==> config.mk <==
export PLATFORM = sky130hd
export DESIGN_NAME = network_param_control_block
export DESIGN_NICKNAME = d
export VERILOG_FILES = /design/src/verilog/param_ctl_pkg.sv /design/src/verilog/param_range_check.sv /design/src/verilog/network_param_control_block.sv
export SDC_FILE = /design/constraint.sdc
export NUM_CORES = 1
export LEC_CHECK = 0
export ABC_AREA = 0
export BUFFER_PORTS_ARGS = -buffer_cell sky130_fd_sc_hd__buf_2
export CAP_MARGIN = 20
export CORE_AREA = 2 2 89 91
export CTS_CLUSTER_DIAMETER = 60
export DETAILED_ROUTE_END_ITERATION = 7
export DIE_AREA = 0 0 91 93
export GPL_ROUTABILITY_DRIVEN = 1
export PLACE_DENSITY = 0.77
export SETUP_SLACK_MARGIN = 0.05
export SLEW_MARGIN = 20
export SYNTH_ARGS = -nofsm -noshare
export SYNTH_HDL_FRONTEND = slang
export SYNTH_HIERARCHICAL = 1
export SYNTH_SLANG_ARGS = --single-unit
==> constraint.sdc <==
create_clock -name mclk -period 1.93 [get_ports mclk]
set_input_delay 0.0965 -clock mclk [delete_from_list [all_inputs] [get_ports mclk]]
set_output_delay 0.0965 -clock mclk [all_outputs]
set_load 0.01 [all_outputs]
==> src/verilog/param_ctl_pkg.sv <==
// Package of constants for the network parameter control block
// How it works
// RULE1: On completion the status word is written with zero for success or a nonzero error code for failure.
// RULE2: Flag bit 0 marks the network configuration table as supplied, otherwise it is absent.
// RULE3: Flag bit 1 marks the reserved station table as supplied, otherwise it is ignored.
// RULE4: Flag bit 2 marks the error-invalid station table as supplied, otherwise it is ignored.
// RULE5: Any table whose flag is zero is replaced by built-in default parameters.
// RULE6: Flag bit 8 set holds faulty-station data, clear clears it.
// RULE7: Flag bit 9 set clears outputs while the processor is stopped, clear holds them.
// RULE8: Flag bit 11 set selects ring topology, clear selects line, star or mixed.
// RULE9: Flag bit 12 set holds outputs on processor error, clear clears them.
// RULE10: The issuer writes a slave station count from 1 to 120 into the third word.
// RULE11: A field out of its range ends the command with an error and applies nothing.
// RULE12: A local station applies only flag bits 8 and 9 and ignores other changes silently.
// RULE13: Completion pulses the done bit for one scan, with the error bit beside it on failure.
// RULE14: Station entries beyond the configured count are ignored; the count wins.
// RULE15: The issuer zeroes unused bits and words and reads status only after done is seen.
package param_ctl_pkg;
  localparam logic [1:0] ADDR_STATUS = 2'h0;
  localparam logic [1:0] ADDR_FLAGS = 2'h1;
  localparam logic [1:0] ADDR_COUNT = 2'h2;
  localparam logic [1:0] ADDR_UNUSED = 2'h3;
  localparam int BIT_CFG_VALID = 0;
  localparam int BIT_RSV_VALID = 1;
  localparam int BIT_ERRINV_VALID = 2;
  localparam int BIT_FAULT_HOLD = 8;
  localparam int BIT_STOP_CLEAR = 9;
  localparam int BIT_RING = 11;
  localparam int BIT_ERR_HOLD = 12;
  localparam logic [15:0] FLAGS_USED_MASK = 16'h1b07;
  localparam logic [15:0] COUNT_MIN = 16'h0001;
  localparam logic [15:0] COUNT_MAX = 16'h0078;
  localparam logic [15:0] STATUS_OK = 16'h0000;
  localparam logic [15:0] ERR_FLAGS_RANGE = 16'hc001;
  localparam logic [15:0] ERR_COUNT_RANGE = 16'hc002;
  localparam logic [15:0] RESET_WORD = 16'h0000;
  localparam logic [6:0] DEFAULT_COUNT = 7'h78;
  localparam logic [15:0] DEFAULT_FLAGS = 16'h0000;
  typedef enum logic [1:0] {ST_IDLE, ST_CHECK, ST_APPLY, ST_DONE} cmd_state_e;
endpackage : param_ctl_pkg

==> src/verilog/param_range_check.sv <==
// Range checker for the control block fields
module param_range_check
  import param_ctl_pkg::*;
(
  input wire logic [15:0] flags, // Setting flag word
  input wire logic [15:0] count, // Slave station count word
  input wire logic local_mode, // Local station startup
  output logic [15:0] code // Zero or error code
);
  always_comb
  begin
    code = STATUS_OK;
    if (!local_mode && ((flags & ~FLAGS_USED_MASK) != RESET_WORD))
    begin
      code = ERR_FLAGS_RANGE; // see RULE11
    end
    else if (!local_mode && (count < COUNT_MIN || count > COUNT_MAX))
    begin
      code = ERR_COUNT_RANGE; // see RULE11
    end
  end
endmodule : param_range_check

==> src/verilog/network_param_control_block.sv <==
// Interpreter of the parameter-set control block
module network_param_control_block
  import param_ctl_pkg::*;
(
  input wire logic mclk, // Clock
  input wire logic nrst, // Async reset, active low
  input wire logic wr_en, // Block word write strobe
  input wire logic [1:0] wr_addr, // Block word index
  input wire logic [15:0] wr_data, // Write data
  input wire logic [1:0] rd_addr, // Read index
  output logic [15:0] rd_data, // Read data, combinational
  input wire logic start, // Command start pulse
  input wire logic local_mode, // Startup as local station
  output logic busy, // Command in progress
  output logic done, // Completion, one cycle
  output logic error, // Error completion, one cycle
  output logic cfg_valid, // Configuration table used
  output logic rsv_valid, // Reserved table used
  output logic errinv_valid, // Error-invalid table used
  output logic use_defaults, // Some table takes defaults
  output logic fault_hold, // Faulty station data held
  output logic stop_clear, // Outputs cleared on stop
  output logic ring_topology, // Ring selected
  output logic err_hold, // Outputs held on processor error
  output logic [6:0] active_stations // Stations taken into account
);
  import param_ctl_pkg::*;

  cmd_state_e state_q;
  logic [15:0] status_q;
  logic [15:0] flags_q;
  logic [15:0] count_q;
  logic [15:0] applied_q;
  logic [6:0] stations_q;
  logic done_q;
  logic error_q;
  logic local_q;
  logic [15:0] check_code;
  logic [15:0] applied_d;

  param_range_check i_param_range_check (
    .flags(flags_q),
    .count(count_q),
    .local_mode(local_q),
    .code(check_code)
  );

  // Block words written by the issuer; ignored while a command runs
  always_ff @(posedge mclk or negedge nrst)
  begin
    if (!nrst)
    begin
      flags_q <= RESET_WORD;
      count_q <= RESET_WORD;
    end
    else if (wr_en && state_q == ST_IDLE)
    begin
      if (wr_addr == ADDR_FLAGS)
      begin
        flags_q <= wr_data;
      end
      else if (wr_addr == ADDR_COUNT)
      begin
        count_q <= wr_data;
      end
    end
  end

  always_ff @(posedge mclk or negedge nrst)
  begin
    if (!nrst)
    begin
      state_q <= ST_IDLE;
    end
    else
    begin
      case (state_q)
        ST_IDLE:
        begin
          if (start)
          begin
            state_q <= ST_CHECK;
          end
        end
        ST_CHECK:
        begin
          // A failed check skips APPLY so nothing is taken
          state_q <= (check_code == STATUS_OK) ? ST_APPLY : ST_DONE; // see RULE11
        end
        ST_APPLY:
        begin
          state_q <= ST_DONE;
        end
        ST_DONE:
        begin
          state_q <= ST_IDLE;
        end
        default:
        begin
          state_q <= ST_IDLE;
        end
      endcase
    end
  end

  // Station role latched with start so one command never mixes both decisions
  always_ff @(posedge mclk or negedge nrst)
  begin
    if (!nrst)
    begin
      local_q <= 1'b0;
    end
    else if (state_q == ST_IDLE && start)
    begin
      local_q <= local_mode; // see RULE12
    end
  end

  // Status word
  always_ff @(posedge mclk or negedge nrst)
  begin
    if (!nrst)
    begin
      status_q <= STATUS_OK;
    end
    else if (state_q == ST_CHECK)
    begin
      status_q <= check_code; // see RULE1
    end
  end

  // Local station keeps earlier settings except the fault and stop bits
  for (genvar b = 0; b < $bits(flags_q); b++)
  begin : g_applied
    if (b == BIT_FAULT_HOLD || b == BIT_STOP_CLEAR)
    begin : g_taken
      assign applied_d[b] = flags_q[b]; // see RULE12
    end
    else
    begin : g_kept
      assign applied_d[b] = local_q ? applied_q[b] : flags_q[b]; // see RULE12
    end
  end

  always_ff @(posedge mclk or negedge nrst)
  begin
    if (!nrst)
    begin
      applied_q <= DEFAULT_FLAGS;
    end
    else if (state_q == ST_APPLY)
    begin
      applied_q <= applied_d & FLAGS_USED_MASK;
    end
  end

  // Only the configured count survives; station entries past it are dropped
  always_ff @(posedge mclk or negedge nrst)
  begin
    if (!nrst)
    begin
      stations_q <= DEFAULT_COUNT;
    end
    else if (state_q == ST_APPLY && !local_q)
    begin
      stations_q <= count_q[$bits(stations_q)-1:0]; // see RULE14
    end
  end

  always_ff @(posedge mclk or negedge nrst)
  begin
    if (!nrst)
    begin
      done_q <= 1'b0;
    end
    else
    begin
      done_q <= (state_q == ST_DONE); // see RULE13
    end
  end

  // Error flag rides on the done pulse of a failed command
  always_ff @(posedge mclk or negedge nrst)
  begin
    if (!nrst)
    begin
      error_q <= 1'b0;
    end
    else
    begin
      error_q <= (state_q == ST_DONE) && (status_q != STATUS_OK); // see RULE13
    end
  end

  always_comb
  begin
    case (rd_addr)
      ADDR_STATUS: rd_data = status_q;
      ADDR_FLAGS: rd_data = flags_q;
      ADDR_COUNT: rd_data = count_q;
      default: rd_data = RESET_WORD;
    endcase
  end

  // Busy spans CHECK to DONE; writes and start are refused then
  assign busy = (state_q != ST_IDLE);
  assign done = done_q;
  assign error = error_q;
  // Flag outputs follow the applied copy, not the words being written
  assign cfg_valid = applied_q[BIT_CFG_VALID]; // see RULE2
  assign rsv_valid = applied_q[BIT_RSV_VALID]; // see RULE3
  assign errinv_valid = applied_q[BIT_ERRINV_VALID]; // see RULE4
  assign use_defaults = !(cfg_valid && rsv_valid && errinv_valid); // see RULE5
  assign fault_hold = applied_q[BIT_FAULT_HOLD]; // see RULE6
  assign stop_clear = applied_q[BIT_STOP_CLEAR]; // see RULE7
  assign ring_topology = applied_q[BIT_RING]; // see RULE8
  assign err_hold = applied_q[BIT_ERR_HOLD]; // see RULE9
  assign active_stations = stations_q; // see RULE14
endmodule : network_param_control_block

## After elaboration in Yosys (flattened, before gate mapping)

Cells that the tools add are included.

| word-level totals | value |
|---|---|
| output and inout port bits | 34 |
| memories kept | 0 |
| memory bits (writable) | 0 |
| latch bits | 0 |
| register bits | 67 |
| ROM bits | 0 |

| operators by class | value |
|---|---|
| reduce and logical (&&, ||, !) cells | 20 |
| div/mod/pow operators | 0 |
| bitwise gates (word level) | 2 |
| $add $sub $neg | 0 |
| multipliers | 0 |
| shift-type cells | 0 |
| multiplexer cells | 6 |
| order comparisons | 2 |
| equality and inequality tests | 8 |

Operator list:

| kind | number |
|---|---|
| 16-bit one-hot mux with 3 select lines | 1 |
| 16-bit 2-to-1 mux | 2 |
| 16-bit nonzero test | 2 |
| 16-bit by 7-bit > comparator with 1-bit output (second input constant) | 1 |
| 16-bit zero test | 1 |
| 16-bit by 1-bit < comparator with 1-bit output (second input constant) | 1 |
| 2-bit equality test (second input constant) | 4 |
| 1-bit logical AND | 8 |
| 2-bit one-hot mux with 4 select lines | 1 |
| 2-bit by 1-bit equality test with 1-bit output (second input constant) | 3 |
| 2-bit zero test | 2 |
| 2-bit AND reduction | 2 |
| 3-bit AND reduction | 1 |
| 1-bit zero test | 2 |
| 2-bit 2-to-1 mux | 1 |
| 2-bit != test (second input constant) | 1 |
| 1-bit NOT | 2 |
| 2-bit nonzero test | 1 |
| 1-bit logical OR | 1 |
| 1-bit 2-to-1 mux | 1 |

## Depth between registers and ports, before layout

Gate-level depths: netlist (run 1).

| depth | value |
|---|---|
| word-level depth | 8 |
| gate-level depth with buffers | 7 |
| gate-level depth less buffers | 6 |

## Cells and area by module

Netlist (run 1), hierarchy kept.

Modules (own cells, without submodules):

| module | area each (sq um) | cells an instance | times used |
|---|---|---|---|
| network_param_control_block | 3083.0 | 219 | 1 |
| param_range_check | 220.2 | 30 | 1 |

## Least setup slack after synthesis (run 1)

Ideal clock, no wire load.

| timing path | value |
|---|---|
| path type | reg-to-reg |
| start | register count_q[15] |
| end | register state_q[0] |
| cell stages (with the launch flop) | 8 |
| slack | -0.098 ns |
| arrival time | 1.890 ns |
| path buffers | 1 |
| library setup time | 0.138 ns |
| required time | 1.792 ns |
| path through | dfrtp_1 or4_4 nor4_4 a41oi_1 buf_4 nor4_1 and4_1 o221ai_1 |

| on the way | value |
|---|---|
| word-level cells in the longest chain between the ends | 8 |
| elaborated cells on any way between the ends | 9 |
| those cells by class | 2 x order compare; 4 x mux; 3 x reduce/logical |

Ends and longest elaborated chain:

| what | RTL line | RTL |
|---|---|---|
| start: declaration | network_param_control_block.sv:32 | `logic [15:0] count_q;` |
| start signal: assignment | network_param_control_block.sv:64 | `count_q <= wr_data;` |
| 16-bit by 1-bit < comparator with 1-bit output / 16-bit by 7-bit > comparator with 1-bit output (equally long branches) | param_range_check.sv:17 | `else if (!local_mode && (count < COUNT_MIN \|\| count > COUNT_MAX))` |
| 1-bit logical OR (*) | param_range_check.sv:17 |  |
| 1-bit logical AND (*) | param_range_check.sv:17 |  |
| 16-bit 2-to-1 mux (*) | param_range_check.sv:17 |  |
| 16-bit 2-to-1 mux (*) | param_range_check.sv:13 | `if (!local_mode && ((flags & ~FLAGS_USED_MASK) != RESET_WORD))` |
| named net check_code[14] | network_param_control_block.sv:38 | `logic [15:0] check_code;` |
| 16-bit zero test (*) | network_param_control_block.sv:88 | `state_q <= (check_code == STATUS_OK) ? ST_APPLY : ST_DONE;` |
| 1-bit 2-to-1 mux (*) | network_param_control_block.sv:88 |  |
| 2-bit one-hot mux with 4 select lines (*) | network_param_control_block.sv:77 | `case (state_q)` |
| end signal: assignment | network_param_control_block.sv:88 |  |
| end: declaration | network_param_control_block.sv:29 | `cmd_state_e state_q;` |

Mark *: on every way through the listed nets, which the timed path passes. The rest lies on a longest branch.
A chain may end at the register's enable or synchronous reset.

## Final worst setup path (run 1)

Same ends and word-level chain as after synthesis.

==> impl_metrics.ini, run 1 <==
[status]
status = complete, but fails checks
violations = setup timing

[setup_path]
r2r-end = state_q[0]
cp_slowest_cell = or4_4
setup.worst_path.end_class = flop
crit_path_max_incr_delay_ns = 0.54
path_cells = or4_4, nor4_4, a311oi_1, nor4_1, and4_1, o221ai_1
crit_type = flop to flop
required_ns = 2.15
startpoint_type = flop
reg2reg_slack_ns = -0.12
r2r_cells = 6
regToRegStartpoint = count_q[15]
crit_buf_inv = 0
crit_family = simple AND/OR/NAND/NOR gates
cp.arrival_ns = 2.27
cp_max_fo = 2

[synth]
yosysWarnings = 6
syn_area_per_cell_um2 = 13.3
async_reset_ff_frac = 1.00
synth_edf_count = 0
yosysTopAreaCell = dfrtp_1
synth_cells = 249
ys_ff_latch = 67
syn_area_um2 = 3300
synth_top_cell_area_share = 0.477
synth.most_common_cell = dfrtp_1
ys_seq_area_frac = 0.509
synth_ff_type = dfrtp_1
synth_commonest_cells = 63 x dfrtp_1, 44 x mux2_2, 20 x mux2_4, 20 x nand2_1, 16 x mux2i_1
synth.distinct_cells = 33
synthTopCellsByArea = dfrtp_1 48%, mux2_2 15%, mux2_4 9.1%, mux2i_1 4.8%, buf_4 3.2%

[global_route]
grt_pass1_vias = 2394
grt_pass1_wl_um = 12000
grt_max_degree = 44
grt_usage = 0.186
antenna_found_initial = 0
overflow = 0

[routing]
wl_per_cell_um = 16.6
drtIter0Drc = 99
vias_per_cell = 5.08
drc = 0
num_vias = 2237
routed_wl_um = 7290
drt.antenna.violating_nets = 0
dr.pass1.iters = 4

[job]
max_cap_violations = 0

[placement]
port-buffer-count = 58
place_inst = 411
pre_cts_slack_ns = -0.174
place_congestion = 0.917
hpwl_um = 5300

[power]
powerDensity_nw_per_um2 = 1580
leakage_nw = 2.01
ir_drop_v = 0.000539

[die]
placementRows = 32
start_util = 0.439
dieArea_um2 = 8460
die_w_um = 91
die_height_um = 93
ios = 59
core_um2 = 7530

[clocking]
cts_root_buf = clkbuf_8
numCtsBuffers = 9
worstSkewPairLatency_ns = 0.35
cts_tree = built
cts_max_level = 3
clock_path_buffers = 2
cts_sinks = 67
clkSlewWorstSetupHoldPaths_ns = 0.07

[sta]
worst_slack_ns = -0.124
final.setup.tns_ns = -0.124
tightest_slew_ns = 0.589
rsz0062_at_grt = yes
fin_crit_sh = 1.06
finalHoldViolCount = 0
fin_crit_ns = 2.05
drv_slew = 0
whs_ns = 0.00823
max_freq_mhz = 487
finalSetupViolCount = 1
fin_skew_ns = 0.0140
slew_headroom = 0.607

[layout]
fin_util = 0.548
finalNonFillerCells = 440
nNetsFinal = 363
drive_above_1_share = 0.473
diodes = 0
area_delta_synth_final_pct = 25.0

[worst_hold_path]
hold_path_depth = 2
hp-start = wr_data[11]
min_path_type = input pin to flop
hold_end = flags_q[11]
## cells by family after synthesis
logic type               after synthesis  synth area share
AND/OR/NAND/NOR                       47            0.0894
adder cells (fa/ha/maj)                5            0.0189
AO/OA/AOI/OAI                         22            0.0386
buffers and inverters                 27            0.0534
other                                  1           0.00114
flip-flops                            67             0.509
multiplexers                          80             0.289
## layout make-up
class / count / area, um2
timing repair buffer: 85 / 563
clock buffer: 10 / 128
clock inverter: 6 / 111
inverter: 4 / 15.0
sequential: 67 / 1680
multi-input combinational: 166 / 1500
fill: 653 / 3400
tap: 102 / 128
## report_power, final
part	total, mW	internal [mW]	switching [mW]
logic	2.38	1.39	0.997
registers	2.74	2.14	0.598
clock network	1.40	0.860	0.544
total	6.52	4.38	2.14
## routing by layer
layer | wire length, um | track usage | vias to the layer above
li1 | - | - | 1043
met1 | 3190 | 0.235 | 1114
met2 | 3580 | 0.308 | 62
met3 | 347 | 0.0338 | 18
met4 | 176 | 0.0934 | 0
met5 | 0 | 0 | -
## how the worst max path moves through the flow
stage | end | cells after the start | from
after global placement | state_q[0] | 6 | count_q[15]
final | state_q[0] | 6 | count_q[15]
after floorplan | state_q[0] | 7 | count_q[15]
after detailed placement | state_q[0] | 6 | count_q[15]
after global routing | state_q[0] | 6 | count_q[15]
after CTS | state_q[0] | 6 | count_q[15]
## registers in the layout, indices dropped and copies added (netlist names)
| signal | count |
|---|---|
| active_stations | 7 |
| error | 1 |
| applied_q | 7 |
| status_q | 16 |
| local_q | 1 |
| flags_q | 16 |
| count_q | 16 |
| state_q | 2 |
| done | 1 |
## through the flow
step                      power [mW]  cell area [um2]
final                           6.52             4130
after global placement          4.98             3750
after detailed placement        5.10             3750
after floorplan                 4.24             3350
after global routing            6.92             4130
after CTS                       6.53             4120
## cell usage in the layout, fill, tap and decap left out, types with 2 or more instances in the layout
cell type / n
clkbuf_8: 9
bufinv_16: 3
nor2_1: 2
mux2_4: 22
mux2_2: 42
nand3_1: 2
buf_12: 3
o21ai_0: 15
mux2i_1: 16
nor4_1: 11
ha_1: 5
nor2b_1: 2
dfrtp_1: 63
conb_1: 12
dfstp_2: 4
nand4b_4: 2
inv_1: 4
nand2_1: 20
and4_1: 2
buf_2: 58
dlygate4sd3_1: 13
buf_4: 11
## what timing repair did
item                                   4_1_cts  5_1_grt
hold buffers                                13        0
resized for setup                            0        2
pin swaps                                    1        1
endpoints found under the hold margin       41        0
setup endpoints to repair                    1        3
buffers inserted                             0        1
No activity file was read; power rests on OpenSTA's default activity.
==> run 2, diff against run 1 <==
--- a/config.mk
+++ b/config.mk
@@ -5,7 +5,7 @@
 export SDC_FILE = /design/constraint.sdc
 export NUM_CORES = 1
 export LEC_CHECK = 0
-export ABC_AREA = 0
+export ABC_AREA = 1
 export BUFFER_PORTS_ARGS = -buffer_cell sky130_fd_sc_hd__buf_2
 export CAP_MARGIN = 20
 export CORE_AREA = 2 2 89 91
==> run 2 against run 1 <==
The flow now finishes without violations. Area after synthesis shrank 0.53%. Sequential power shrank 7%. Wire length grew 2.2%. Worst setup slack gained 0.45 ns. Critical path type unchanged. Design area shrank 5.1%. Clock-buffer cell count shrank 1.
==> impl_metrics.ini, run 2 <==
[synth]
synth_cells = 405
synthTopCellsByArea = dfrtp_1 48%, nand2_1 12%, o21ai_0 9.3%, inv_1 7.4%, dfstp_2 3.2%
syn_area_um2 = 3290
syn_area_per_cell_um2 = 8.11
synth_edf_count = 0
ys_ff_latch = 67
yosysTopAreaCell = dfrtp_1
async_reset_ff_frac = 1.00
synth_commonest_cells = 101 x nand2_1, 65 x inv_1, 63 x dfrtp_1
yosysWarnings = 6
synth.most_common_cell = nand2_1
synth.distinct_cells = 28
synth_ff_type = dfrtp_1
ys_seq_area_frac = 0.512
synth_top_cell_area_share = 0.480

[placement]
place_congestion = 0.876
port-buffer-count = 58
hpwl_um = 5510

[routing]
drc = 0
routed_wl_um = 7450
num_vias = 2766
vias_per_cell = 4.81
dr.pass1.iters = 6
drt.antenna.violating_nets = 0
drtIter0Drc = 201
wl_per_cell_um = 13.0

[global_route]
grt_max_degree = 40
grt_pass1_vias = 2669
overflow = 0
antenna_found_initial = 0
grt_usage = 0.192
grt_pass1_wl_um = 12800

[layout]
diodes = 0
drive_above_1_share = 0.211
fin_util = 0.520
area_delta_synth_final_pct = 19.2
layout_common_cells = 99 x nand2_1, 65 x inv_1, 63 x dfrtp_1, 61 x o21ai_0, 58 x buf_2
final_common_cell = nand2_1
nNetsFinal = 498
top_regs = count_q x16, flags_q x16, status_q x16

[die]
start_util = 0.437
die_w_um = 91
core_um2 = 7530
dieArea_um2 = 8460
die_height_um = 93
placementRows = 32
ios = 59

[setup_path]
crit_type = flop to flop
cp.depth = 14
crit_buf_inv = 0
startpoint_type = flop
critPathMostFrequentCell = nand2_1
critPathCapture = state_q[0]
cp_slowest_cell = dfrtp_1
r2r-end = state_q[0]
startpoint = count_q[10]
cp.arrival_ns = 1.83
required_ns = 2.16
crit_family = simple AND/OR/NAND/NOR gates
setup.worst_path.end_class = flop
crit_path_max_incr_delay_ns = 0.40
r2r_cells = 14
reg2reg_slack_ns = 0.32
regToRegStartpoint = count_q[10]
path_cells = nor2_2, nand3_1, nor2_1, nand3_1, nand2_2, nand2_4, nor2_2, nand2_1, nor2_1, nand2_1, nand2_1, nand2_1, nand2_1, nand2_1
cp_max_fo = 4

[clocking]
cts_max_level = 3
clock_path_buffers = 2
cts_root_buf = clkbuf_8
cts_tree = built
worstSkewPairLatency_ns = 0.35
cts_sinks = 67
clkSlewWorstSetupHoldPaths_ns = 0.07
numCtsBuffers = 9

[power]
leakage_nw = 2.04
ir_drop_v = 0.000821
fin_total_pwr_mw = 5.96
comb_power_share = 0.362
p_int_mw = 3.67
seqPwrFrac = 0.429
powerDensity_nw_per_um2 = 1520
p_clk_frac = 0.209
switching_share = 0.384
p_sw_mw = 2.29

[sta]
rsz0062_at_grt = no
fin_skew_ns = 0.0106
final.setup.tns_ns = 0
tightest_slew_ns = 0.665
fin_crit_ns = 1.61
drv_slew = 0
slew_headroom = 0.556
fin_crit_sh = 0.832
finalHoldViolCount = 0
finalSetupViolCount = 0
max_freq_mhz = 623

[worst_hold_path]
hold_path_depth = 3
min_path_type = input pin to flop

[status]
status = finished, final reports clean

[job]
max_cap_violations = 0
-- run 2: cell types whose count changed in the layout (fill, tap and decap cells not counted), moves of 4 or more --
cell	previous run	this run
nand2_1	20	99
o211ai_1	0	10
mux2_4	22	0
inv_1	4	65
nand3_1	2	17
o221ai_1	1	5
nor4_1	11	0
buf_4	11	7
mux2_2	42	3
nor2_1	2	24
nor2_2	0	4
o21ai_0	15	61
mux2i_1	16	0
dlygate4sd3_1	13	4
-- run 2: cell families (layout without fill, tap and decap cells) --
logic type,count (synthesis),count (layout),synth area share
simple gates,154,154,0.190
buf+inv,95,152,0.128
compound gates,80,80,0.139
flops,67,67,0.512
fa+ha+maj,5,5,0.0190
mux,3,3,0.0103
other cells,1,12,0.00114
-- run 2: how the worst min path moves through the flow --
stage,from,to,slack (ns)
floorplan,nrst,active_stations[0],-0.20
global placement,nrst,applied_q[1],0.16
detailed placement,nrst,active_stations[1],0.16
CTS,wr_data[2],count_q[2],0.003
global route,wr_data[11],flags_q[11],0.02
finish,wr_data[3],count_q[3],0.02
-- run 2: final cells by class --
type	instances	area (um2)
well taps	102	128
flip-flops and latches	67	1680
repair buffers	70	403
clock inverters	7	92.6
inverters	66	248
clock buffers	9	124
multi-input cells	254	1240
fillers	733	3610
-- run 2: repair_timing --
action                                  in CTS  in global routing
hold endpoints to repair                    28                  0
setup buffers                                0                  2
hold buffers                                 4                  0
endpoints found under the setup margin       0                  1
resized for setup                            0                  6
-- run 2: tightest hold or removal path, stage by stage --
cell	delay [ns]
buf_2	0.10
inv_1	0.05
o21ai_0	0.07
-- run 2: layer usage --
| metal | vias up | GRT usage | part of all wire |
|---|---|---|---|
| li1 | 1375 | - | - |
| met5 | - | 0 | 0 |
| met1 | 1271 | 0.259 | 0.46 |
| met4 | 0 | 0.0543 | 0.014 |
| met2 | 110 | 0.304 | 0.44 |
| met3 | 10 | 0.0564 | 0.082 |
-- run 2: power groups by stage --
stage	logic, mW	registers [mW]	clock network (mW)
floorplan	1.38	2.53	0
global placement	2.02	2.53	0
detailed placement	2.08	2.57	0
CTS	2.10	2.55	1.29
global route	2.50	2.65	1.34
finish	2.16	2.56	1.25
-- run 2: metrics by stage --
stage / setup slack [ns] / hold slack (ns) / instances / area (um2)
3_5_place_dp: 0.316 / 0.164 / 553 / 3630
5_1_grt: 0.0611 / 0.0213 / 575 / 3920
6_report: 0.325 / 0.0191 / 575 / 3920
3_3_place_gp: 0.381 / 0.159 / 553 / 3630
2_1_floorplan: 0.416 / -0.199 / 416 / 3330
4_1_cts: 0.292 / 0.00328 / 573 / 3880
==> run 3, diff against run 2 <==
--- a/config.mk
+++ b/config.mk
@@ -13,7 +13,7 @@
 export DETAILED_ROUTE_END_ITERATION = 7
 export DIE_AREA = 0 0 91 93
 export GPL_ROUTABILITY_DRIVEN = 1
-export PLACE_DENSITY = 0.77
+export PLACE_DENSITY = 0.74
 export SETUP_SLACK_MARGIN = 0.05
 export SLEW_MARGIN = 20
 export SYNTH_ARGS = -nofsm -noshare
==> constraint.sdc (replaced) <==
create_clock -name mclk -period 1.7 [get_ports mclk]
set_input_delay 0.085 -clock mclk [delete_from_list [all_inputs] [get_ports mclk]]
set_output_delay 0.085 -clock mclk [all_outputs]
set_load 0.01 [all_outputs]
==> run 3 against run 2 <==
Sequential cell count unchanged. Sequential power increased by 13%. Die area unchanged. Total power increased by 16%. Worst hold slack got worse by 0.0082 ns. Worst setup slack got worse by 0.22 ns. Register-to-register slack got worse by 0.22 ns. Final cell count decreased by 0.35%. Sequential share of layout area decreased by 0.15 points. Global-route usage decreased by 0.14 points. Combinational power increased by 12%.
==> impl_metrics.ini, run 3 (synthesis gave the netlist of run 2 again) <==
[routing]
drt.antenna.violating_nets = 0
dr.pass1.iters = 4
vias_per_cell = 4.74
met3_length_um = 439
wl_met2_um = 3270
wl_met1_um = 3600
wl_per_cell_um = 13.0
drtIter0Drc = 139
num_vias = 2717
drc = 0
top_layer_used = met4
routed_wl_um = 7460

[setup_path]
r2r-end = state_q[0]
r2r_cells = 14
cp.arrival_ns = 1.83
startpoint_type = flop
crit_family = simple AND/OR/NAND/NOR gates
crit_type = flop to flop
cp_max_fo = 4
cp.depth = 14
path_cells = nor2_1, nand3_1, nor2_1, nand3_1, nand2_2, nand2_4, nor2_1, nand2_1, nor2_1, nand2_1, nand2_1, nand2_1, nand2_1, nand2_1
required_ns = 1.93
crit_buf_inv = 0
cp_slowest_cell = dfrtp_1
startpoint = count_q[10]
setup.worst_path.end_class = flop
critPathMostFrequentCell = nand2_1
regToRegStartpoint = count_q[10]
crit_path_max_incr_delay_ns = 0.40
reg2reg_slack_ns = 0.10
critPathCapture = state_q[0]

[sta]
finalHoldViolCount = 0
final.setup.tns_ns = 0
fin_crit_ns = 1.60
whs_ns = 0.0109
worst_slack_ns = 0.102
tightest_slew_ns = 0.589
fin_crit_sh = 0.940
max_freq_mhz = 626
finalSetupViolCount = 0
fin_skew_ns = 0.00615
slew_headroom = 0.607
rsz0062_at_grt = yes
drv_slew = 0

[power]
powerDensity_nw_per_um2 = 1750
leakage_nw = 2.04
ir_drop_v = 0.000683

[layout]
drive_above_1_share = 0.204
fin_util = 0.522
nNetsFinal = 496
diodes = 0
top_regs = count_q x16, flags_q x16, status_q x16
final_common_cell = nand2_1
area_delta_synth_final_pct = 19.6
stdcell_area_um2 = 3930
layout_common_cells = 98 x nand2_1, 65 x inv_1, 63 x dfrtp_1, 61 x o21ai_0, 58 x buf_2

[clocking]
cts_sinks = 67
cts_max_level = 3
worstSkewPairLatency_ns = 0.34
clkSlewWorstSetupHoldPaths_ns = 0.07
numCtsBuffers = 9
cts_root_buf = clkbuf_8
clock_path_buffers = 2
cts_tree = built

[die]
die_w_um = 91
start_util = 0.437
core_um2 = 7530
placementRows = 32
die_height_um = 93
dieArea_um2 = 8460
ios = 59

[placement]
placed_cell_area_um2 = 3640
port-buffer-count = 58
hpwl_um = 5560
place_congestion = 0.848
pre_cts_slack_ns = 0.0738

[worst_hold_path]
min_path_type = input pin to flop

[global_route]
grt_pass1_wl_um = 12700
grt_usage = 0.191
grt_pass1_vias = 2692
overflow = 0
grt_max_degree = 68
antenna_found_initial = 0

[job]
max_cap_violations = 0

[status]
status = finished, final reports clean
[run 3: power by group]
group	switching [mW]	total [mW]	internal, mW
clock	0.574	1.58	1.01
combinational	1.47	2.42	0.949
sequential	0.526	2.90	2.37
[run 3: routing by layer]
layer	track usage	vias up
li1	-	1370
met1	0.256	1239
met2	0.298	94
met3	0.0524	14
met4	0.0720	0
met5	0	-
[run 3: worst min path at each step]
stage | start | to | slack [ns] | cells past startpoint
after floorplan | nrst | active_stations[0] | -0.21 | 0
after CTS | wr_data[14] | count_q[14] | 0.003 | 3
after global routing | wr_data[7] | count_q[7] | 0.02 | 3
final | wr_data[14] | count_q[14] | 0.01 | 3
after global placement | nrst | applied_q[1] | 0.13 | 2
after detailed placement | nrst | applied_q[0] | 0.13 | 2
[run 3: final cells by class]
cell class              instances  area [um2]
clock buffers                  11         141
clock inverters                 5         100
fillers                       756        3600
inverters                      66         248
multi-input cells             254        1240
flip-flops and latches         67        1680
well taps                     102         128
repair buffers                 68         397
[run 3: stage by stage]
stage          instances  power [mW]
6_report             573        6.90
5_1_grt              573        7.48
4_1_cts              573        6.91
3_5_place_dp         554        5.30
3_3_place_gp         554        5.17
2_1_floorplan        416        4.43
[run 3: timing repair]
action | in CTS | in global routing
setup endpoints to repair | 0 | 32
buffers inserted | 0 | 0
hold buffers | 3 | 0
endpoints found under the hold margin | 65 | 0
resized for setup | 0 | 7
[run 3: tightest hold or removal path, delay by kind of cell]
| family | cells | cell delay (ns) |
|---|---|---|
| buf+inv | 2 | 0.14 |
| compound gates | 1 | 0.07 |
